==> src/logic/ppg_regs.svh <==
/*
  Constants of the pipeline protection interlock: widths, protection
  group codes and reset values.
  Assumes it is included by bare name and only once per compile unit.
*/
`ifndef PPG_REGS_SVH
`define PPG_REGS_SVH

// Number of pipeline stages, decode to write
`define PPG_STAGES 7
// Width of a field index inside a status register
`define PPG_FIELD_W 4
// Width of a field mask, one bit per field
`define PPG_MASK_W 16
// Width of the stall cycle counter
`define PPG_CNT_W 16

// Protection group codes for coarse register groups
`define PPG_GRP_ACC0 6'h01
`define PPG_GRP_ACC1 6'h02
`define PPG_GRP_ACC2 6'h03
`define PPG_GRP_ACC3 6'h04
`define PPG_GRP_TRANS 6'h05
`define PPG_GRP_CIRC 6'h06
`define PPG_GRP_LOOP 6'h07

// Reset values
`define PPG_READY_RST 1'b1
`define PPG_HOLD_RST 7'h00
`define PPG_VALID_RST 7'h00
`define PPG_CNT_RST 16'h0000

`endif

==> src/logic/ppg_pkg.sv <==
/*
  Types of the pipeline protection interlock: stages, register
  identities, protection keys and pipeline slot contents.
  Assumes ppg_regs.svh is on the include path.
*/
`include "ppg_regs.svh"

package ppg_pkg;

  // Pipeline stages in program order
  typedef enum logic [2:0] {
    ppg_st_dec = 3'h0, ppg_st_addr = 3'h1, ppg_st_acc1 = 3'h2, ppg_st_acc2 = 3'h3,
    ppg_st_read = 3'h4, ppg_st_exec = 3'h5, ppg_st_write = 3'h6
  } ppg_stage_t;

  // Register identities; order matters to the protection map
  typedef enum logic [5:0] {
    ppg_r_stat0, ppg_r_stat1, ppg_r_stat2, ppg_r_stat3,
    ppg_r_aux0, ppg_r_aux1, ppg_r_aux2, ppg_r_aux3,
    ppg_r_aux4, ppg_r_aux5, ppg_r_aux6, ppg_r_aux7,
    ppg_r_tmp0, ppg_r_tmp1, ppg_r_tmp2, ppg_r_tmp3,
    ppg_r_coef_ptr, ppg_r_sys_sp, ppg_r_data_sp, ppg_r_rpt_src, ppg_r_rpt_cnt,
    ppg_r_int_en0, ppg_r_int_en1, ppg_r_dbg_en0, ppg_r_dbg_en1,
    ppg_r_int_flag0, ppg_r_int_flag1, ppg_r_vec_data, ppg_r_vec_host,
    ppg_r_acc0_lo, ppg_r_acc0_hi, ppg_r_acc0_grd,
    ppg_r_acc1_lo, ppg_r_acc1_hi, ppg_r_acc1_grd,
    ppg_r_acc2_lo, ppg_r_acc2_hi, ppg_r_acc2_grd,
    ppg_r_acc3_lo, ppg_r_acc3_hi, ppg_r_acc3_grd,
    ppg_r_trans0, ppg_r_trans1,
    ppg_r_circ_size03, ppg_r_circ_size47, ppg_r_circ_sizec,
    ppg_r_circ_start01, ppg_r_circ_start23, ppg_r_circ_start45,
    ppg_r_circ_start67, ppg_r_circ_startc,
    ppg_r_blk_cnt0, ppg_r_blk_cnt1, ppg_r_blk_save,
    ppg_r_rpt_start0, ppg_r_rpt_start1, ppg_r_rpt_end0, ppg_r_rpt_end1
  } ppg_reg_t;

  // Protected resource: a single register or a whole group
  typedef struct packed {
    logic grouped;
    logic [5:0] id;
  } ppg_key_t;

  // One register access of an instruction
  typedef struct packed {
    logic en;
    ppg_stage_t stage;
    ppg_key_t key;
    logic [`PPG_MASK_W-1:0] mask;
  } ppg_acc_t;

  // Contents of one pipeline stage
  typedef struct packed {
    logic valid;
    ppg_acc_t rd;
    ppg_acc_t wr;
  } ppg_slot_t;

endpackage

==> src/logic/ppg_map_if.sv <==
/*
  Carrier between the interlock and its protection map lookup.
  Assumes ppg_pkg is compiled first.
*/
`timescale 1ns/1ps
`include "ppg_regs.svh"

interface ppg_map_if;
  import ppg_pkg::*;
  ppg_reg_t reg_id; // Register named by the access
  logic direct; // Access names the register itself
  logic [`PPG_FIELD_W-1:0] field; // Field index for status bits
  ppg_key_t key; // Protected resource
  logic [`PPG_MASK_W-1:0] mask; // Fields covered

  modport client (output reg_id, output direct, output field, input key, input mask);
  modport mapper (input reg_id, input direct, input field, output key, output mask);
endinterface

==> src/logic/ppg_interlock.sv <==
/*
  Pipeline protection interlock for a seven stage core pipeline.
  Tracks every in-flight instruction with one read and one write access
  and holds a reader in its read stage while an older instruction still
  has to write the same protected resource.
  Assumes decode offers one instruction a cycle with a valid/ready
  handshake and that all inputs come from logic on core_clk.
*/
`timescale 1ns/1ps
`include "ppg_regs.svh"

// Functional notes
// - Coarse status field write blocks other field tests
// - Indirect bits of the first two status regs use per-field protection
// - Same-group registers conflict and stall reader
// - Individual or different-group registers never conflict
// - Listed core registers are each protected alone
// - Each accumulator's three parts form a group
// - Transition pair one group, circular regs another
// - Block repeat and loop address registers grouped
// - Reader waits until grouped write has completed
// - Coefficient pointer write never delays aux read
// - Direct status naming and last two: coarse

module ppg_interlock
  import ppg_pkg::*;
(
  input wire logic core_clk,
  input wire logic rstn,
  input wire logic issue_valid,
  input wire logic rd_en,
  input wire logic [5:0] rd_reg,
  input wire logic rd_direct,
  input wire logic [`PPG_FIELD_W-1:0] rd_field,
  input wire logic [2:0] rd_stage,
  input wire logic wr_en,
  input wire logic [5:0] wr_reg,
  input wire logic wr_direct,
  input wire logic [`PPG_FIELD_W-1:0] wr_field,
  input wire logic [2:0] wr_stage,
  output logic issue_ready,
  output logic [`PPG_STAGES-1:0] stage_valid,
  output logic [`PPG_STAGES-1:0] stage_hold,
  output logic [`PPG_CNT_W-1:0] stall_count
);

  // Lookup carriers for the incoming read and write
  ppg_map_if rd_map ();
  ppg_map_if wr_map ();

  // Pipeline contents, index is the stage
  ppg_slot_t [`PPG_STAGES-1:0] pipe_reg;
  ppg_slot_t [`PPG_STAGES-1:0] pipe_next;
  // Per-stage freeze for the current contents
  logic [`PPG_STAGES-1:0] hold_reg;
  logic [`PPG_STAGES-1:0] hold_next;
  // Registered copies that drive the outputs
  logic ready_reg;
  logic ready_next;
  logic [`PPG_STAGES-1:0] valid_reg;
  logic [`PPG_STAGES-1:0] valid_next;
  logic [`PPG_CNT_W-1:0] cnt_reg;
  logic [`PPG_CNT_W-1:0] cnt_next;
  // Incoming instruction as a slot
  ppg_slot_t incoming;

  // Drive the lookups from the decode fields
  assign rd_map.reg_id = ppg_reg_t'(rd_reg);
  assign rd_map.direct = rd_direct;
  assign rd_map.field = rd_field;
  assign wr_map.reg_id = ppg_reg_t'(wr_reg);
  assign wr_map.direct = wr_direct;
  assign wr_map.field = wr_field;

  // Read access lookup
  // one key per listed register
  ppg_map u_rd_map (
    .port (rd_map.mapper)
  );

  // Write access lookup
  // accumulator group keys
  ppg_map u_wr_map (
    .port (wr_map.mapper)
  );

  // Two accesses collide on the same resource and a shared field
  function automatic logic collide(input ppg_acc_t w, input ppg_acc_t r);
    logic same_key;
    logic overlap;
    // same group key means one resource
    same_key = (w.key == r.key);
    overlap = |(w.mask & r.mask);
    collide = same_key && overlap;
  endfunction

  // Stage freeze vector computed from a set of pipeline contents
  function automatic logic [`PPG_STAGES-1:0] hold_of(
    input ppg_slot_t [`PPG_STAGES-1:0] p
  );
    logic [`PPG_STAGES-1:0] stall;
    logic [`PPG_STAGES-1:0] h;
    stall = '0;
    // Reader sits in stage s; older instructions lie in stages above
    for (int s = 0; s < `PPG_STAGES - 1; s++)
    begin
      // only a reader in its own read stage is checked
      if (p[s].valid && p[s].rd.en && (p[s].rd.stage == ppg_stage_t'(3'(s))))
      begin
        for (int j = s + 1; j < `PPG_STAGES; j++)
        begin
          // write not yet past its write stage still pending
          if (p[j].valid && p[j].wr.en && (p[j].wr.stage >= ppg_stage_t'(3'(j))) &&
              collide(p[j].wr, p[s].rd))
          begin
            stall[s] = 1'b1;
          end
        end
      end
    end
    // A stalled stage also freezes every younger stage behind it
    h[`PPG_STAGES-1] = stall[`PPG_STAGES-1];
    for (int k = `PPG_STAGES - 2; k >= 0; k--)
    begin
      h[k] = stall[k] | h[k+1];
    end
    hold_of = h;
  endfunction

  // Build the incoming slot from decode and the lookups
  always_comb
  begin
    incoming = '0;
    incoming.valid = issue_valid;
    // coarse write mask covers every field of the register
    incoming.rd.en = issue_valid & rd_en;
    incoming.rd.stage = ppg_stage_t'(rd_stage);
    // direct naming yields a whole-register mask
    incoming.rd.key = rd_map.key;
    incoming.rd.mask = rd_map.mask;
    incoming.wr.en = issue_valid & wr_en;
    incoming.wr.stage = ppg_stage_t'(wr_stage);
    incoming.wr.key = wr_map.key;
    incoming.wr.mask = wr_map.mask;
  end

  // Advance the pipeline; frozen stages keep their contents
  always_comb
  begin
    pipe_next = pipe_reg;
    for (int k = 0; k < `PPG_STAGES; k++)
    begin
      // Frozen stage holds its instruction
      if (hold_reg[k])
      begin
        pipe_next[k] = pipe_reg[k];
      end
      // Decode takes the offered instruction when free
      else if (k == 0)
      begin
        pipe_next[k] = incoming;
      end
      // Bubble ahead of a frozen stage
      else if (hold_reg[k-1])
      begin
        pipe_next[k] = '0;
      end
      // Normal move one stage on
      else
      begin
        pipe_next[k] = pipe_reg[k-1];
      end
    end
  end

  // Freeze, ready, occupancy and stall counting for the next cycle
  always_comb
  begin
    // individual keys let an aux read pass a pointer write
    hold_next = hold_of(pipe_next);
    ready_next = ~hold_next[0];
    for (int k = 0; k < `PPG_STAGES; k++)
    begin
      valid_next[k] = pipe_next[k].valid;
    end
    // Count cycles in which any stage is frozen
    cnt_next = cnt_reg + `PPG_CNT_W'(|hold_reg);
  end

  // State registers
  always_ff @(posedge core_clk)
  begin
    if (!rstn)
    begin
      pipe_reg <= '0;
      hold_reg <= `PPG_HOLD_RST;
      ready_reg <= `PPG_READY_RST;
      valid_reg <= `PPG_VALID_RST;
      cnt_reg <= `PPG_CNT_RST;
    end
    else
    begin
      pipe_reg <= pipe_next;
      hold_reg <= hold_next;
      ready_reg <= ready_next;
      valid_reg <= valid_next;
      cnt_reg <= cnt_next;
    end
  end

  // Outputs straight from flip-flops
  assign issue_ready = ready_reg;
  assign stage_valid = valid_reg;
  assign stage_hold = hold_reg;
  assign stall_count = cnt_reg;

  // Group codes for the transition, circular and loop registers
  // transition and circular groups live in the map
  // loop group likewise
  // Both lookups share one map module so read and write agree.

endmodule

==> src/logic/ppg_map.sv <==
/*
  Protection map: turns a register access into a protected resource key
  and a field mask.
  Assumes purely combinational use on the core clock.
*/
`timescale 1ns/1ps
`include "ppg_regs.svh"

module ppg_map
  import ppg_pkg::*;
(
  ppg_map_if.mapper port
);

  // Lookup of key and mask
  always_comb
  begin
    port.key = '0;
    port.mask = '1;
    // Indirect bit access of the first two status registers: per field
    if ((port.reg_id <= ppg_r_stat1) && !port.direct)
    begin
      port.key = {1'b0, port.reg_id};
      port.mask = '0;
      port.mask[port.field] = 1'b1;
    end
    // Individually protected registers, whole-register mask
    else if (port.reg_id <= ppg_r_vec_host)
    begin
      port.key = {1'b0, port.reg_id};
    end
    // Accumulator groups, low/high/guard parts together
    else if (port.reg_id <= ppg_r_acc0_grd)
    begin
      port.key = {1'b1, `PPG_GRP_ACC0};
    end
    else if (port.reg_id <= ppg_r_acc1_grd)
    begin
      port.key = {1'b1, `PPG_GRP_ACC1};
    end
    else if (port.reg_id <= ppg_r_acc2_grd)
    begin
      port.key = {1'b1, `PPG_GRP_ACC2};
    end
    else if (port.reg_id <= ppg_r_acc3_grd)
    begin
      port.key = {1'b1, `PPG_GRP_ACC3};
    end
    else if (port.reg_id <= ppg_r_trans1)
    begin
      port.key = {1'b1, `PPG_GRP_TRANS};
    end
    else if (port.reg_id <= ppg_r_circ_startc)
    begin
      port.key = {1'b1, `PPG_GRP_CIRC};
    end
    // block repeat and loop addresses grouped
    else
    begin
      port.key = {1'b1, `PPG_GRP_LOOP};
    end
  end

endmodule

==> config.mk <==
export PLATFORM = sky130hd
export DESIGN_NAME = ppg_interlock
export DESIGN_NICKNAME = d
export VERILOG_FILES = /design/src/logic/ppg_pkg.sv /design/src/logic/ppg_map_if.sv /design/src/logic/ppg_interlock.sv /design/src/logic/ppg_map.sv
export VERILOG_INCLUDE_DIRS = /design/src /design/src/logic
export SDC_FILE = /design/constraint.sdc
export NUM_CORES = 1
export LEC_CHECK = 0
export ABC_AREA = 1
export ABC_CLOCK_PERIOD_IN_PS = 3900
export CORE_MARGIN = 2
export CORE_UTILIZATION = 25
export DETAILED_ROUTE_END_ITERATION = 10
export DONT_BUFFER_PORTS = 1
export GPL_TIMING_DRIVEN = 0
export SYNTH_ARGS = -nofsm -noshare
export SYNTH_HDL_FRONTEND = slang
export SYNTH_SLANG_ARGS = --single-unit
export TNS_END_PERCENT = 50
==> constraint.sdc <==
create_clock -name core_clk -period 3.9 [get_ports core_clk]
set_input_delay 0.78 -clock core_clk [delete_from_list [all_inputs] [get_ports core_clk]]
set_output_delay 0.78 -clock core_clk [all_outputs]
set_load 0.01 [all_outputs]
==> impl_results.md <==
* Reg2Reg Depth at 18
* Syn avg cell area at 6.18 sq um
* Grt total ovfl at 0
* Core area at 73,100 sq um
* Final Max Slew Viols at 0
* PostCTS Resize Cnt at 0
* # diodes at 0
* R2R setup slack at 0.44 ns
* Setup Viol. Count Final at 0
* Cts hold-fix bufs at 0
* GRT Total Usage at approximately a fifth
* Yosys warning total at 0
* HPWL Detailed at 61,200 microns
* # IOs at 64
* Clock root buffer: clkbuf_16
* Num rows at 99
* Non-Filler Instances at 4,022
* Largest family of logic cells by synthesized area: simple AND/OR/NAND/NOR gates
* Dpl cells at ~4,000
* Vias in the first global route at 18,359
* Reg-to-Reg End: stall_count[15]
* Sequential power share at 43.1%
* Mux cell area share after synthesis at 0.108%
* Power share of the clock group at 48.2%
* Pre-CTS setup slack at roughly 0.2 ns
* Hold Vio Cnt, Final at 0
* Setup ws final at 0.441 ns
* WHS at approximately 0.34 ns
* Post-synthesis sequential area ratio at between 30% and 40%
* Setup crit end: stall_count[15]
* Worst setup EP type: register
* Peak fanout along the critical path at 10
* Die Y at 276 microns
* Synth cell types at 48
* Port bufs at 0
* H-tree Lvls at 2
* Initial antenna violation count at 0
* NetSw at 0.00216 W
* Hold crit path type: primary input to register
* XOR/XNOR Fraction of Synth Area at 2.94%
* Worst-Margin Slew at around 1.1 ns
* Synth Instances at 2,993
* Mapped Area at 18,500 sq um
* Routed Antenna Nets at 0
* Post-layout nets at 3,069
* Startpoint Class: register
* Outcome: finished with violations
* DIE AREA at between 70,000 and 80,000 sq um
* Area growth syn-to-layout at 14.1%
* Compound-Gate Fraction of Synth Area at about an eighth
* Origin of the critical flop-to-flop path: stage_hold[5]
* Post-Route Setup TNS at 0 ns
* Post-Synth Adder-Cell Area at 0.135%
* Slew margin rel. at between 20% and 30%
* Power per cell area at around 400 nW/um^2
* Peak supply drop at approximately 0.22 mV
* TritonCTS buffer count at 39
* Simple-gate portion of the synthesized area at 35.5%
* CP startpoint: stage_hold[5]
* TritonCTS clock tree: built
* Fin crit period at 3.46 ns
* GP Congestion at 0.956
* Req. time, crit path at 4.37 ns
* Total wire length at a little under 80,000 microns
* Worst-path clk slew at 0.06 ns
* Power share of the combinational group at 8.7%
* Critical setup path kind: register to register
* Async SR Flop Fraction at 0%
* Max reg flops at approximately 310
* Max Fclk at 289 MHz
* Die width at 276 microns
* First-pass GRT wire length at 114,000 microns
* Max_cap viols at 0
* DR vias at between 15,000 and 20,000
* Starting Density at 25.3%
* WL/cell at 19.1 microns
* Vias per cell at 4.85
* Filler instances at 8,221
* Yosys reg bits at 338
* RSZ-0062 raised after global routing: false
* Skew-Pair Late Insertion Delay at roughly 0.59 ns
* Initial DRC count at 2,128
* Drt pass-1 iters at 11
* CP arrival at 3.93 ns
* Main synth FF type: dfxtp_1
* Number of synthesized flops with an enable pin at 0
* Lkg Pwr at just over 9 nW
* Tcrit/Tclk final at between 80% and 90%
* Pwr Total at 0.00836 W
* Largest net degree at the start of global routing at 14
* # clock sinks at around 340
* DR DRC count at 2
* Share of layout cells above drive strength 1 at 5.16%
* Sw frac at 25.8%
* Worst Skew at between 0.02 and 0.025 ns
* Setup Buffers After CTS at 0
* Internal Pwr Total at roughly 0.0062 W
* Syn_nets at slightly above 3,000
* Violated checks: DRC
* Max Root-Sink Buffers at 3
[Yosys cell counts (6+ instances only)]
cell	n	area (sq um)
nand2_1	870	3270
buf_2	35	175
xor2_1	40	350
nand2_2	8	50.1
inv_1	443	1660
nor3_1	16	80.1
o22ai_1	77	482
o21ai_0	152	761
a21oi_1	82	410
a21boi_0	8	60.1
buf_1	7	26.3
o21ai_1	24	120
a22oi_1	23	173
nor4_1	7	43.8
dfxtp_1	338	6770
a221oi_1	8	70.1
nand4_1	46	288
a31oi_1	6	37.5
buf_4	21	158
nand3_1	192	961
clkbuf_1	51	191
nor2_1	461	1730
xnor2_1	22	193
[per-stage QoR]
| stage | area, sq um | utilization, % |
|---|---|---|
| floorplan | 18500 | - |
| global placement | 19700 | 27.0 |
| detailed placement | 19700 | 27.0 |
| CTS | 21100 | 28.9 |
| global route | 21100 | 28.9 |
| finish | 21100 | 28.9 |
[kinds of logic (layout without fill, tap and decap cells)]
group	Yosys count	in the layout
xor gates and xnor gates	62	62
DFF	338	338
and+or+nand+nor	1619	1619
adders and majority gates	2	2
muxes	2	2
buffers and inverters	568	638
other	1	1
AOI/OAI and AO/OA	401	401
[layout make-up]
type / count / area (sq um) / area share (%)
clock inverter: 13 / 211 / 1.00
tap: 959 / 1200 / 5.69
sequential: 338 / 6770 / 32.1
inverter: 451 / 1700 / 8.03
clock buffer: 57 / 1180 / 5.61
multi-input combinational: 2087 / 9460 / 44.8
buffer: 117 / 584 / 2.77
[critical path, cell delays in order, from the launching register on]
cell	delay [ns]
dfxtp_1	0.42
buf_2	0.20
nor2_2	0.13
buf_2	0.24
buf_2	0.18
buf_1	0.21
nand3_1	0.18
ha_1	0.18
nand3_1	0.13
nor3_1	0.22
nand2_1	0.11
nor2_1	0.17
nand2_1	0.07
nor2_1	0.20
nand2_1	0.10
nor3b_2	0.23
nand4_1	0.15
o21ai_0	0.18
a21oi_1	0.06
[how the worst min path moves through the flow]
stage / startpoint / to / slack (ns) / cells past startpoint
6_report: rstn / stage_valid[1] / 0.34 / 2
5_1_grt: wr_en / pipe_reg[26] / 0.35 / 2
4_1_cts: rstn / stage_valid[1] / 0.33 / 2
3_5_place_dp: pipe_reg[21] / pipe_reg[21] / 0.42 / 2
3_3_place_gp: pipe_reg[21] / pipe_reg[21] / 0.42 / 2
2_1_floorplan: pipe_reg[21] / pipe_reg[21] / 0.41 / 2
[metal layers]
| layer | up-vias | track usage (%) | wire length (microns) |
|---|---|---|---|
| li1 | 9497 | - | - |
| met1 | 8956 | 26.5 | 33300 |
| met2 | 901 | 32.4 | 35000 |
| met3 | 138 | 2.23 | 6180 |
| met4 | 0 | 6.96 | 2490 |
| met5 | - | 0 | 0 |
[power by group through the flow]
stage | registers (W) | logic (W) | clock network, W
after floorplan | 0.00366 | 0.000483 | 0
after global placement | 0.00367 | 0.000705 | 0
after detailed placement | 0.00367 | 0.000705 | 0
after CTS | 0.00360 | 0.000709 | 0.00407
after global routing | 0.00361 | 0.000799 | 0.00419
final | 0.00360 | 0.000725 | 0.00403
[cells in the final DEF (no fill, tap or decap), types with 4 or more instances in the layout]
cell type | netlist | layout
a21oi_1 | 82 | 82
a221oi_1 | 8 | 8
o22ai_1 | 77 | 77
o21ai_0 | 152 | 152
buf_4 | 21 | 21
clkinv_2 | 0 | 4
buf_1 | 7 | 7
nand2_1 | 870 | 870
nand2_2 | 8 | 8
o21ai_1 | 24 | 24
nor2_2 | 4 | 4
nand3_1 | 192 | 192
nand4_1 | 46 | 46
clkbuf_1 | 51 | 56
nor4_1 | 7 | 7
dfxtp_1 | 338 | 337
bufinv_16 | 0 | 5
a21boi_0 | 8 | 8
clkbuf_8 | 0 | 12
buf_2 | 35 | 35
xnor2_1 | 22 | 22
nor2_1 | 461 | 461
a22oi_1 | 23 | 23
a31oi_1 | 6 | 6
clkbuf_16 | 0 | 40
inv_2 | 4 | 4
xor2_1 | 40 | 40
nor3_1 | 16 | 16
inv_1 | 443 | 443
nand3b_1 | 4 | 4
No activity file was read; power rests on OpenSTA's default activity.
